### src/core/pwm_regs.svh
// Register offsets, field positions, reset values and timing constants of the PWM block.
// Included by the package and the design; definitions only.
`ifndef PWM_REGS_SVH
`define PWM_REGS_SVH
`define CH_NUM 4
`define OFF_TIMER_CTRL 8'h00
`define OFF_PERIOD 8'h04
`define OFF_TIMER 8'h08
`define OFF_STATUS 8'h0C
`define OFF_CH_BASE 8'h10
`define CH_STRIDE 8'h10
`define OFF_CH_CTRL 8'h00
`define OFF_CH_DUTY_HIGH 8'h04
`define OFF_CH_DUTY_LOW 8'h08
`define CTRL_EN_BIT 7
`define CTRL_OE_BIT 6
`define CTRL_OUT_BIT 5
`define CTRL_POL_BIT 4
`define TCTRL_RUN_BIT 2
`define DCL_LSB_POS 6
`define CTRL_RESET 8'h00
`define PERIOD_RESET 8'hFF
`define PRESCALE_1 2'h0
`define PRESCALE_4 2'h1
`define PRESCALE_64 2'h2
`define DIV1_TOP 2'h3
`define DIV4_TOP 4'hF
`define DIV64_TOP 8'hFF
`endif

### src/core/pwm_pkg.sv
// Types shared by the PWM block: AXI4-Lite bundles and the block's state record.
// Assumes the constants header is on the include path.
`default_nettype none
`include "pwm_regs.svh"
package pwm_pkg;
  typedef struct packed {
    logic [7:0] awaddr;
    logic awvalid;
    logic [31:0] wdata;
    logic [3:0] wstrb;
    logic wvalid;
    logic bready;
    logic [7:0] araddr;
    logic arvalid;
    logic rready;
  } axil_req_s;
  typedef struct packed {
    logic awready;
    logic wready;
    logic bvalid;
    logic [1:0] bresp;
    logic arready;
    logic rvalid;
    logic [31:0] rdata;
    logic [1:0] rresp;
  } axil_rsp_s;
  typedef enum logic [2:0] {
    BUS_IDLE = 3'b001,
    BUS_BRESP = 3'b010,
    BUS_RRESP = 3'b100
  } bus_state_e;
  typedef struct packed {
    logic en;
    logic oe;
    logic pol;
    logic [7:0] dch;
    logic [1:0] dcl;
    logic [9:0] duty_buf;
    logic raw;
  } chan_s;
  typedef struct packed {
    bus_state_e wst;
    bus_state_e rst;
    logic [1:0] bresp;
    logic [1:0] rresp;
    logic [31:0] rdata;
    logic timer_run;
    logic [1:0] prescale;
    logic [7:0] period;
    logic [7:0] timer;
    logic [7:0] pre_cnt;
    logic match_flag;
    chan_s [`CH_NUM-1:0] ch;
  } state_s;
endpackage
`default_nettype wire

### src/core/shared_period_pwm_channels.sv
// Four PWM channels sharing one 8-bit period timer and prescaler, on an AXI4-Lite slave.
// Assumes a 200 MHz mclk, synchronous inputs, and an external pad that honours pin_oe.
// Notes on behaviour
// - Output goes active at timer restart, inactive when time base equals buffered duty.
// - Duty registers are double buffered, loaded into compare buffers at period match.
// - After timer equals period: timer clears, output activates, buffers load; zero stays low.
// - Ten-bit time base is timer value extended by two prescaled clock bits.
// - Resolution is log2 of four times period plus one, ten bits maximum.
// - Pulse width above period leaves the pin unchanged, no falling edge.
// - Prescaler divides by one, four or sixty-four.
// - During sleep the timer does not count and no channel state changes.
// - During sleep a driven pin keeps its level.
// - After sleep the timer continues from its held value.
// - Output frequency follows the system clock proportionally.
// - Any reset returns registers other than duty to reset values and releases the pins.
// - Control bit seven enables the channel.
// - Control bit six routes the waveform to the pin while bit seven is set, else releases it.
// - Control bit five is read-only and shows the channel output value.
// - Control bit four selects active-low output when set.
// - Duty high register holds the eight upper duty bits.
// - Duty low register holds two lower bits in seven:six, rest read zero.
// - Unimplemented channel register bits read zero and ignore writes.
// - Control clears on every reset; duty registers keep contents across resets.
`timescale 1ns/1ps
`default_nettype none
`include "pwm_regs.svh"
module shared_period_pwm_channels
  import pwm_pkg::*;
(
  input wire logic mclk,
  input wire logic resetn,
  input wire logic clk_en,
  input wire logic sleep,
  input wire axil_req_s axil_req,
  output axil_rsp_s axil_rsp,
  output logic [`CH_NUM-1:0] pwm_out,
  output logic [`CH_NUM-1:0] pin_out,
  output logic [`CH_NUM-1:0] pin_oe
);
  state_s state_reg;
  state_s state_next;
  // Duty registers sit outside the reset record so that they survive resets.
  logic [`CH_NUM-1:0][9:0] duty_reg;
  logic [`CH_NUM-1:0][9:0] duty_next;
  logic [`CH_NUM-1:0] pin_out_reg;
  logic run;
  logic tick;
  logic period_hit;
  logic restart;
  logic [9:0] tb_next;
  logic wr_go;
  logic [7:0] wa;
  logic [7:0] ra;
  logic [7:0] wb;

  assign run = clk_en && !sleep;
  assign wa = axil_req.awaddr;
  assign ra = axil_req.araddr;
  assign wb = axil_req.wdata[7:0];
  // Requests are taken only while the block runs, so a frozen block never swallows a
  // handshake that its state cannot record.
  assign wr_go = run && axil_req.awvalid && axil_req.wvalid && (state_reg.wst == BUS_IDLE);

  // The prescaler is one free-running count; the timer steps when the bits of the chosen
  // ratio and the two sub-step bits above them have all wrapped.
  always_comb
  begin
    case (state_reg.prescale)
      `PRESCALE_1: tick = (state_reg.pre_cnt[1:0] == `DIV1_TOP);
      `PRESCALE_4: tick = (state_reg.pre_cnt[3:0] == `DIV4_TOP);
      default: tick = (state_reg.pre_cnt == `DIV64_TOP);
    endcase
  end

  assign period_hit = (state_reg.timer == state_reg.period);
  // The full period spans four sub-steps per timer count, giving 4*(period+1) steps.
  assign restart = state_reg.timer_run && tick && period_hit;

  always_comb
  begin
    state_next = state_reg;
    duty_next = duty_reg;
    axil_rsp = '0;
    axil_rsp.awready = wr_go;
    axil_rsp.wready = wr_go;
    axil_rsp.arready = run && (state_reg.rst == BUS_IDLE);
    axil_rsp.bvalid = (state_reg.wst == BUS_BRESP);
    axil_rsp.bresp = state_reg.bresp;
    axil_rsp.rvalid = (state_reg.rst == BUS_RRESP);
    axil_rsp.rdata = state_reg.rdata;
    axil_rsp.rresp = state_reg.rresp;
    if (state_reg.timer_run)
    begin
      state_next.pre_cnt = state_reg.pre_cnt + 8'h01;
      if (restart)
      begin
        state_next.timer = 8'h00;
        state_next.match_flag = 1'b1;
      end
      else if (tick)
        state_next.timer = state_reg.timer + 8'h01;
    end
    // The compare looks at the time base of the coming cycle, so the output falls exactly
    // when the time base reaches the duty value and not one clock later.
    // The two low bits count prescaled clocks; at 1:1 they count mclk itself.
    case (state_reg.prescale)
      `PRESCALE_1: tb_next = {state_next.timer, state_next.pre_cnt[1:0]};
      `PRESCALE_4: tb_next = {state_next.timer, state_next.pre_cnt[3:2]};
      default: tb_next = {state_next.timer, state_next.pre_cnt[7:6]};
    endcase
    for (int i = 0; i < `CH_NUM; i++)
    begin
      if (restart)
      begin
        state_next.ch[i].duty_buf = duty_reg[i];
        state_next.ch[i].raw = (duty_reg[i] != 10'h000);
      end
      // A duty value at or beyond four times the period never matches: full duty.
      else if (tb_next == state_reg.ch[i].duty_buf
        && state_reg.ch[i].duty_buf < {state_reg.period, 2'h0})
        state_next.ch[i].raw = 1'b0;
      // A disabled channel parks its waveform low so that enabling it starts clean.
      if (!state_reg.ch[i].en)
        state_next.ch[i].raw = 1'b0;
    end
    case (state_reg.wst)
      BUS_IDLE:
      begin
        if (wr_go)
        begin
          state_next.wst = BUS_BRESP;
          state_next.bresp = 2'h0;
          if (!axil_req.wstrb[0])
            state_next.bresp = 2'h0;
          else if (wa == `OFF_TIMER_CTRL)
          begin
            state_next.timer_run = wb[`TCTRL_RUN_BIT];
            state_next.prescale = wb[1:0];
          end
          else if (wa == `OFF_PERIOD)
            state_next.period = wb;
          else if (wa == `OFF_TIMER)
            state_next.timer = wb;
          // A match in the same cycle as the clear wins, so no period boundary is lost.
          else if (wa == `OFF_STATUS)
            state_next.match_flag = state_next.match_flag & ~wb[0] | restart;
          else if (wa >= `OFF_CH_BASE && wa < `OFF_CH_BASE + `CH_NUM * `CH_STRIDE)
          begin
            for (int i = 0; i < `CH_NUM; i++)
            begin
              if (wa == `OFF_CH_BASE + 8'(i) * `CH_STRIDE + `OFF_CH_CTRL)
              begin
                state_next.ch[i].en = wb[`CTRL_EN_BIT];
                state_next.ch[i].oe = wb[`CTRL_OE_BIT];
                state_next.ch[i].pol = wb[`CTRL_POL_BIT];
              end
              else if (wa == `OFF_CH_BASE + 8'(i) * `CH_STRIDE + `OFF_CH_DUTY_HIGH)
                duty_next[i][9:2] = wb;
              else if (wa == `OFF_CH_BASE + 8'(i) * `CH_STRIDE + `OFF_CH_DUTY_LOW)
                duty_next[i][1:0] = wb[7:`DCL_LSB_POS];
            end
          end
          else
            state_next.bresp = 2'h2;
        end
      end
      BUS_BRESP:
      begin
        if (axil_req.bready)
          state_next.wst = BUS_IDLE;
      end
      default: state_next.wst = BUS_IDLE;
    endcase
    case (state_reg.rst)
      BUS_IDLE:
      begin
        if (axil_req.arvalid)
        begin
          state_next.rst = BUS_RRESP;
          state_next.rresp = 2'h0;
          state_next.rdata = 32'h0000_0000;
          if (ra == `OFF_TIMER_CTRL)
            state_next.rdata[7:0] = {5'h00, state_reg.timer_run, state_reg.prescale};
          else if (ra == `OFF_PERIOD)
            state_next.rdata[7:0] = state_reg.period;
          else if (ra == `OFF_TIMER)
            state_next.rdata[7:0] = state_reg.timer;
          else if (ra == `OFF_STATUS)
            state_next.rdata[7:0] = {7'h00, state_reg.match_flag};
          else if (ra >= `OFF_CH_BASE && ra < `OFF_CH_BASE + `CH_NUM * `CH_STRIDE)
          begin
            for (int i = 0; i < `CH_NUM; i++)
            begin
              if (ra == `OFF_CH_BASE + 8'(i) * `CH_STRIDE + `OFF_CH_CTRL)
                state_next.rdata[7:0] = {state_reg.ch[i].en, state_reg.ch[i].oe,
                  pwm_out[i], state_reg.ch[i].pol, 4'h0};
              else if (ra == `OFF_CH_BASE + 8'(i) * `CH_STRIDE + `OFF_CH_DUTY_HIGH)
                state_next.rdata[7:0] = duty_reg[i][9:2];
              else if (ra == `OFF_CH_BASE + 8'(i) * `CH_STRIDE + `OFF_CH_DUTY_LOW)
                state_next.rdata[7:0] = {duty_reg[i][1:0], 6'h00};
            end
          end
          else
            state_next.rresp = 2'h2;
        end
      end
      BUS_RRESP:
      begin
        if (axil_req.rready)
          state_next.rst = BUS_IDLE;
      end
      default: state_next.rst = BUS_IDLE;
    endcase
  end

  genvar g;
  generate
    for (g = 0; g < `CH_NUM; g++)
    begin : gen_ch
      assign pwm_out[g] = state_reg.ch[g].en & (state_reg.ch[g].raw ^ state_reg.ch[g].pol);
      assign pin_out[g] = pin_out_reg[g];
      assign pin_oe[g] = state_reg.ch[g].en & state_reg.ch[g].oe;
      always_ff @(posedge mclk)
      begin
        if (!resetn)
          pin_out_reg[g] <= 1'b0;
        else if (run)
          pin_out_reg[g] <= pwm_out[g];
      end
    end
  endgenerate

  always_ff @(posedge mclk)
  begin
    if (!resetn)
    begin
      state_reg <= '0;
      state_reg.wst <= BUS_IDLE;
      state_reg.rst <= BUS_IDLE;
      state_reg.period <= `PERIOD_RESET;
    end
    else if (run)
      state_reg <= state_next;
  end

  // Duty registers have no reset so their contents survive every reset.
  always_ff @(posedge mclk)
  begin
    if (run)
      duty_reg <= duty_next;
  end
endmodule
`default_nettype wire

### config.mk
export PLATFORM = sky130hd
export DESIGN_NAME = shared_period_pwm_channels
export DESIGN_NICKNAME = d
export VERILOG_FILES = /design/src/core/pwm_pkg.sv /design/src/core/shared_period_pwm_channels.sv
export VERILOG_INCLUDE_DIRS = /design/src /design/src/core
export SDC_FILE = /design/constraint.sdc
export NUM_CORES = 1
export LEC_CHECK = 0
export ABC_AREA = 1
export BUFFER_PORTS_ARGS = -buffer_cell sky130_fd_sc_hd__buf_2
export CAP_MARGIN = 20
export CORE_UTILIZATION = 43
export CTS_CLUSTER_DIAMETER = 80
export CTS_CLUSTER_SIZE = 25
export DETAILED_ROUTE_END_ITERATION = 8
export GPL_ROUTABILITY_DRIVEN = 0
export HOLD_SLACK_MARGIN = 0.02
export PLACE_DENSITY = 0.65
export SETUP_SLACK_MARGIN = 0.5
export SYNTH_ARGS = -nofsm -noshare
export SYNTH_HDL_FRONTEND = slang
export SYNTH_SLANG_ARGS = --single-unit
### constraint.sdc
create_clock -name mclk -period 8.3 [get_ports mclk]
set_clock_uncertainty 0.15 [all_clocks]
set_input_delay 1.66 -clock mclk [delete_from_list [all_inputs] [get_ports mclk]]
set_output_delay 1.66 -clock mclk [all_outputs]
set_load 0.005 [all_outputs]
### After elaboration in Yosys (flattened, before gate mapping)

Index checks and enable logic that the tools add are counted.

| storage, ports and cells | value |
|---|---|
| word-level logic and storage cells | 245 |
| input port bits | 61 |
| bits in registers | 146 |
| output and inout bits | 53 |

| operators by class | value |
|---|---|
| bitwise gates (word level) | 27 |
| add/sub/neg operators | 2 |
| reductions and logical operators | 45 |
| magnitude comparators | 8 |
| eq/ne operators | 51 |
| multiplexer cells | 68 |

Operators by type and width:

| cell | count |
|---|---|
| 2-to-1 mux 8 bit | 25 |
| == test 8 x 6 -> 1 bit, second input constant | 12 |
| == test 8 x 5 -> 1 bit, second input constant | 6 |
| == test 8 x 7 -> 1 bit, second input constant | 6 |
| AND reduction 12 bit | 4 |
| AND reduction 11 bit | 4 |
| == test 10 bit | 4 |
| less-than comparator 10 bit | 4 |
| AND reduction 10 bit | 4 |
| nonzero test 10 bit | 4 |
| == test 8 x 4 -> 1 bit, second input constant | 4 |
| 2-to-1 mux 4 bit | 6 |
| 2-to-1 mux 2 bit | 11 |
| 2-to-1 mux 3 bit | 7 |
| 2-to-1 mux 17 bit | 1 |
| adder 8 x 1 -> 8 bit, second input constant | 2 |
| == test 8 x 3 -> 1 bit, second input constant | 2 |
| greater-or-equal comparator 8 x 5 -> 1 bit, second input constant | 2 |
| zero test 8 bit | 2 |
| less-than comparator 8 x 7 -> 1 bit, second input constant | 2 |
| 2-to-1 mux 1 bit | 14 |
| logical AND 1 bit | 13 |
| NOT 1 bit | 13 |
| inequality test 3 x 1 -> 1 bit, second input constant | 4 |
| other kinds (21) | 45 |

### Longest topological paths before layout

| depth | value |
|---|---|
| word-level depth | 18 |
| mapped depth | 21 |
| mapped depth without buffers | 20 |

### Worst setup path before layout

OpenSTA, ideal clock, no wires.

| timing path | value |
|---|---|
| path kind | input port to output port |
| start point | input port clk_en |
| end point | output port axil_rsp[35] in the netlist's numbering |
| path slack | 4.112 ns |
| data arrival time | 2.378 ns |
| required time | 6.490 ns |
| cell stages on the path | 5 |
| buffers on the path | 1 |
| path through | inv_1 -> nor2_2 -> clkinv_1 -> clkbuf_1 -> nor2_1 |

RTL lines:

| item | line | source |
|---|---|---|
| start, declared | shared_period_pwm_channels.sv:32 | `input wire logic clk_en,` |
| end, declared | shared_period_pwm_channels.sv:35 | `output axil_rsp_s axil_rsp,` |

==> flow_summary.ini <==
[status]
outcome = finished, final reports clean

[routing]
postRouteAntennaNets = 0
wl_per_cell_um = 16.9
drt-pass1-iter-count = 5
drt_iter0_markers = 846
drc = 0
post_drt_via_cell_ratio = 5.36
finalWirelength_mm = 25.4
via_count = 8040

[grt]
grt_max_degree = 80
grt_pass1_vias = 7311
antenna_found_initial = 1
grt_pass1_wl_mm = 39.5
overflow = 0
grt.total_usage = 0.261

[synth]
synth.largest_area_cell = dfxtp_1
synth.top_cell.area_share = 0.243
synth_compound_area_frac = 0.153
ys_top_cells_by_area = dfxtp_1 24%, edfxtp_1 14%, nand2_1 12%
synth_edf_count = 40
synthArstFlopShare = 0
yosysWarnings = 0
synth-seq-cells = 142
synthMuxAreaShare = 0
yosysUniqueCellTypes = 49
synth-simple-area-share = 0.283
synth_xor_area_frac = 0.0166
postSynthCellCount = 1184
ys_seq_area_frac = 0.385
syn_area_um2 = 8420
syn-mean-instance-area_um2 = 7.11
synth_top_family_by_area = simple AND/OR/NAND/NOR gates
synth_adder_area_share = 0.0446
ys.flop_type = dfxtp_1

[power_and_ir_drop]
power.density_nw_per_um2 = 171
p_leak_nw = 4.12
peakVddDrop_mv = 0.120

[worst_hold_path]
holdPathEnd = axil_rsp[4]
hp-class = reg -> reg
whs_path_depth = 2
holdCritStartpoint = axil_rsp[4]

[clock_network]
cts.path.max_buffers = 2
cts_root_buffer = clkbuf_16
cts_tree = built
clk_latency_ps = 430
clkSlewWorstSetupHoldPaths_ps = 60
ctsResizeCount = 0
cts_made_buffers = 17
cts_max_level = 4
post_cts_buffers = 0
hold_buffers = 0
cts_sinks = 142

[flow_run]
maxCapViolCount = 0

[critical_path]
reg2reg_slack_ps = 4880
critical_path_class = in -> out
r2r-start = state_reg[123]
critPathCaptureType = primary output
cp_max_fo = 19
reg2reg_depth = 8
crit_chain = buf_2 > nor2_2 > clkinv_1 > nor2_1 > buf_2
worstPathRequired_ps = 6490
worstPathArrival_ps = 3440
critPathSlowestCell = clkinv_1
cpMostUsedCell = buf_2
startpoint_type = input port
r2r_end = state_reg[5]
cp_slowest_stage_delay_ps = 780

[sta]
drv_slew = 0
rsz0062_at_grt = false
clock.fmax_mhz = 191
worst_pin_slew_ps = 968
finalCritPeriodShare = 0.632
setup_viol = 0
min_period_ps = 5250
finalSetupTns_ps = 0
hold_viol = 0
fin_ws_ps = 3050
max-slew-margin-rel = 0.354

[die]
start_util = 0.444
design.core.area_um2 = 19000
die_height_um = 142
rows = 50
die_w_um = 142
boundaryPins = 114
dieArea_um2 = 20100

[place]
post-place-ws_ps = 3000
port_buffers = 60
hpwl_mm = 19.3

[cells_and_area]
largest_register_ffs = 88
area_growth_pct = 11.8
drive_above_1_share = 0.102
fin_nets = 1318
final cells by class:
cell class              instances  area, um2
well taps                     260        325
diodes                          1       2.50
clock inverters                11        124
repair buffers                 69        363
multi-input cells             846       4280
fillers                      1886       9550
clock buffers                  21        504
inverters                     151        567
flip-flops and latches        142       3240
where the power goes:
| part | total (W) | internal (W) | switching (W) |
|---|---|---|---|
| Clock | 0.000808 | 0.000498 | 0.000309 |
| Sequential | 0.000721 | 0.000717 | 0.00000390 |
| Combinational | 0.0000769 | 0.0000218 | 0.0000551 |
| Total | 0.00161 | 0.00124 | 0.000368 |
cell families after synthesis:
family          count (synthesis)
compound gates                231
xor+xnor                       16
fa+ha+maj                      30
buf+inv                       221
flops                         142
other cells                     1
simple gates                  543
worst max-delay path: cells and delay by family:
family | cells | cell delay [ps]
and+or+nand+nor | 2 | 750
buffers and inverters | 3 | 1020
synthesized netlist by cell type (all sizes together) (22+ instances only):
master	count
nand2	276
inv	150
nor2	114
a21oi	112
dfxtp	102
nand3	93
o21ai	86
buf	47
edfxtp	40
ha	30
clkbuf	23
nor3	22
layer usage:
layer | global-route usage | share of wire | up-vias | wire [um]
met5 | 0 | 0 | - | 0
met4 | 0.109 | 0.029 | 0 | 737
met3 | 0.0503 | 0.081 | 50 | 2070
met2 | 0.415 | 0.45 | 349 | 11500
met1 | 0.347 | 0.44 | 3677 | 11100
li1 | - | - | 3964 | -
metrics by stage:
stage	instance area [um2]	util	instances	hold WS, ps	total power [W]
floorplan	8510	-	1209	287	0.000789
global placement	8770	0.463	1466	305	0.000811
detailed placement	8770	0.463	1466	308	0.000812
CTS	9400	0.496	1498	317	0.00161
global route	9410	0.496	1500	331	0.00165
finish	9410	0.496	1501	315	0.00161
cells in the final DEF (no fill, tap or decap), types with 5 or more instances in the layout:
master / netlist / final
nand2_1: 270 / 270
inv_1: 144 / 144
a21oi_1: 111 / 111
nor2_1: 110 / 110
dfxtp_1: 102 / 102
nand3_1: 88 / 88
o21ai_0: 85 / 85
buf_2: 7 / 61
edfxtp_1: 40 / 40
ha_1: 30 / 30
conb_1: 1 / 26
nor3_1: 21 / 21
clkbuf_16: 0 / 20
o211ai_1: 15 / 15
nand4_1: 14 / 14
xor2_1: 12 / 12
nor4_1: 10 / 10
buf_4: 38 / 7
inv_2: 6 / 6
nand2_2: 5 / 5
worst max-delay path by stage:
stage	cells after the start	slack (ps)	endpoint	startpoint
final	5	3050	axil_rsp[35]	sleep
after CTS	5	3060	axil_rsp[35]	sleep
after global routing	5	2900	axil_rsp[35]	sleep
after global placement	13	3050	duty_reg[32]	sleep
after floorplan	5	4110	axil_rsp[35]	clk_en
after detailed placement	13	3000	duty_reg[33]	sleep
No activity file was read; power rests on OpenSTA's default activity.
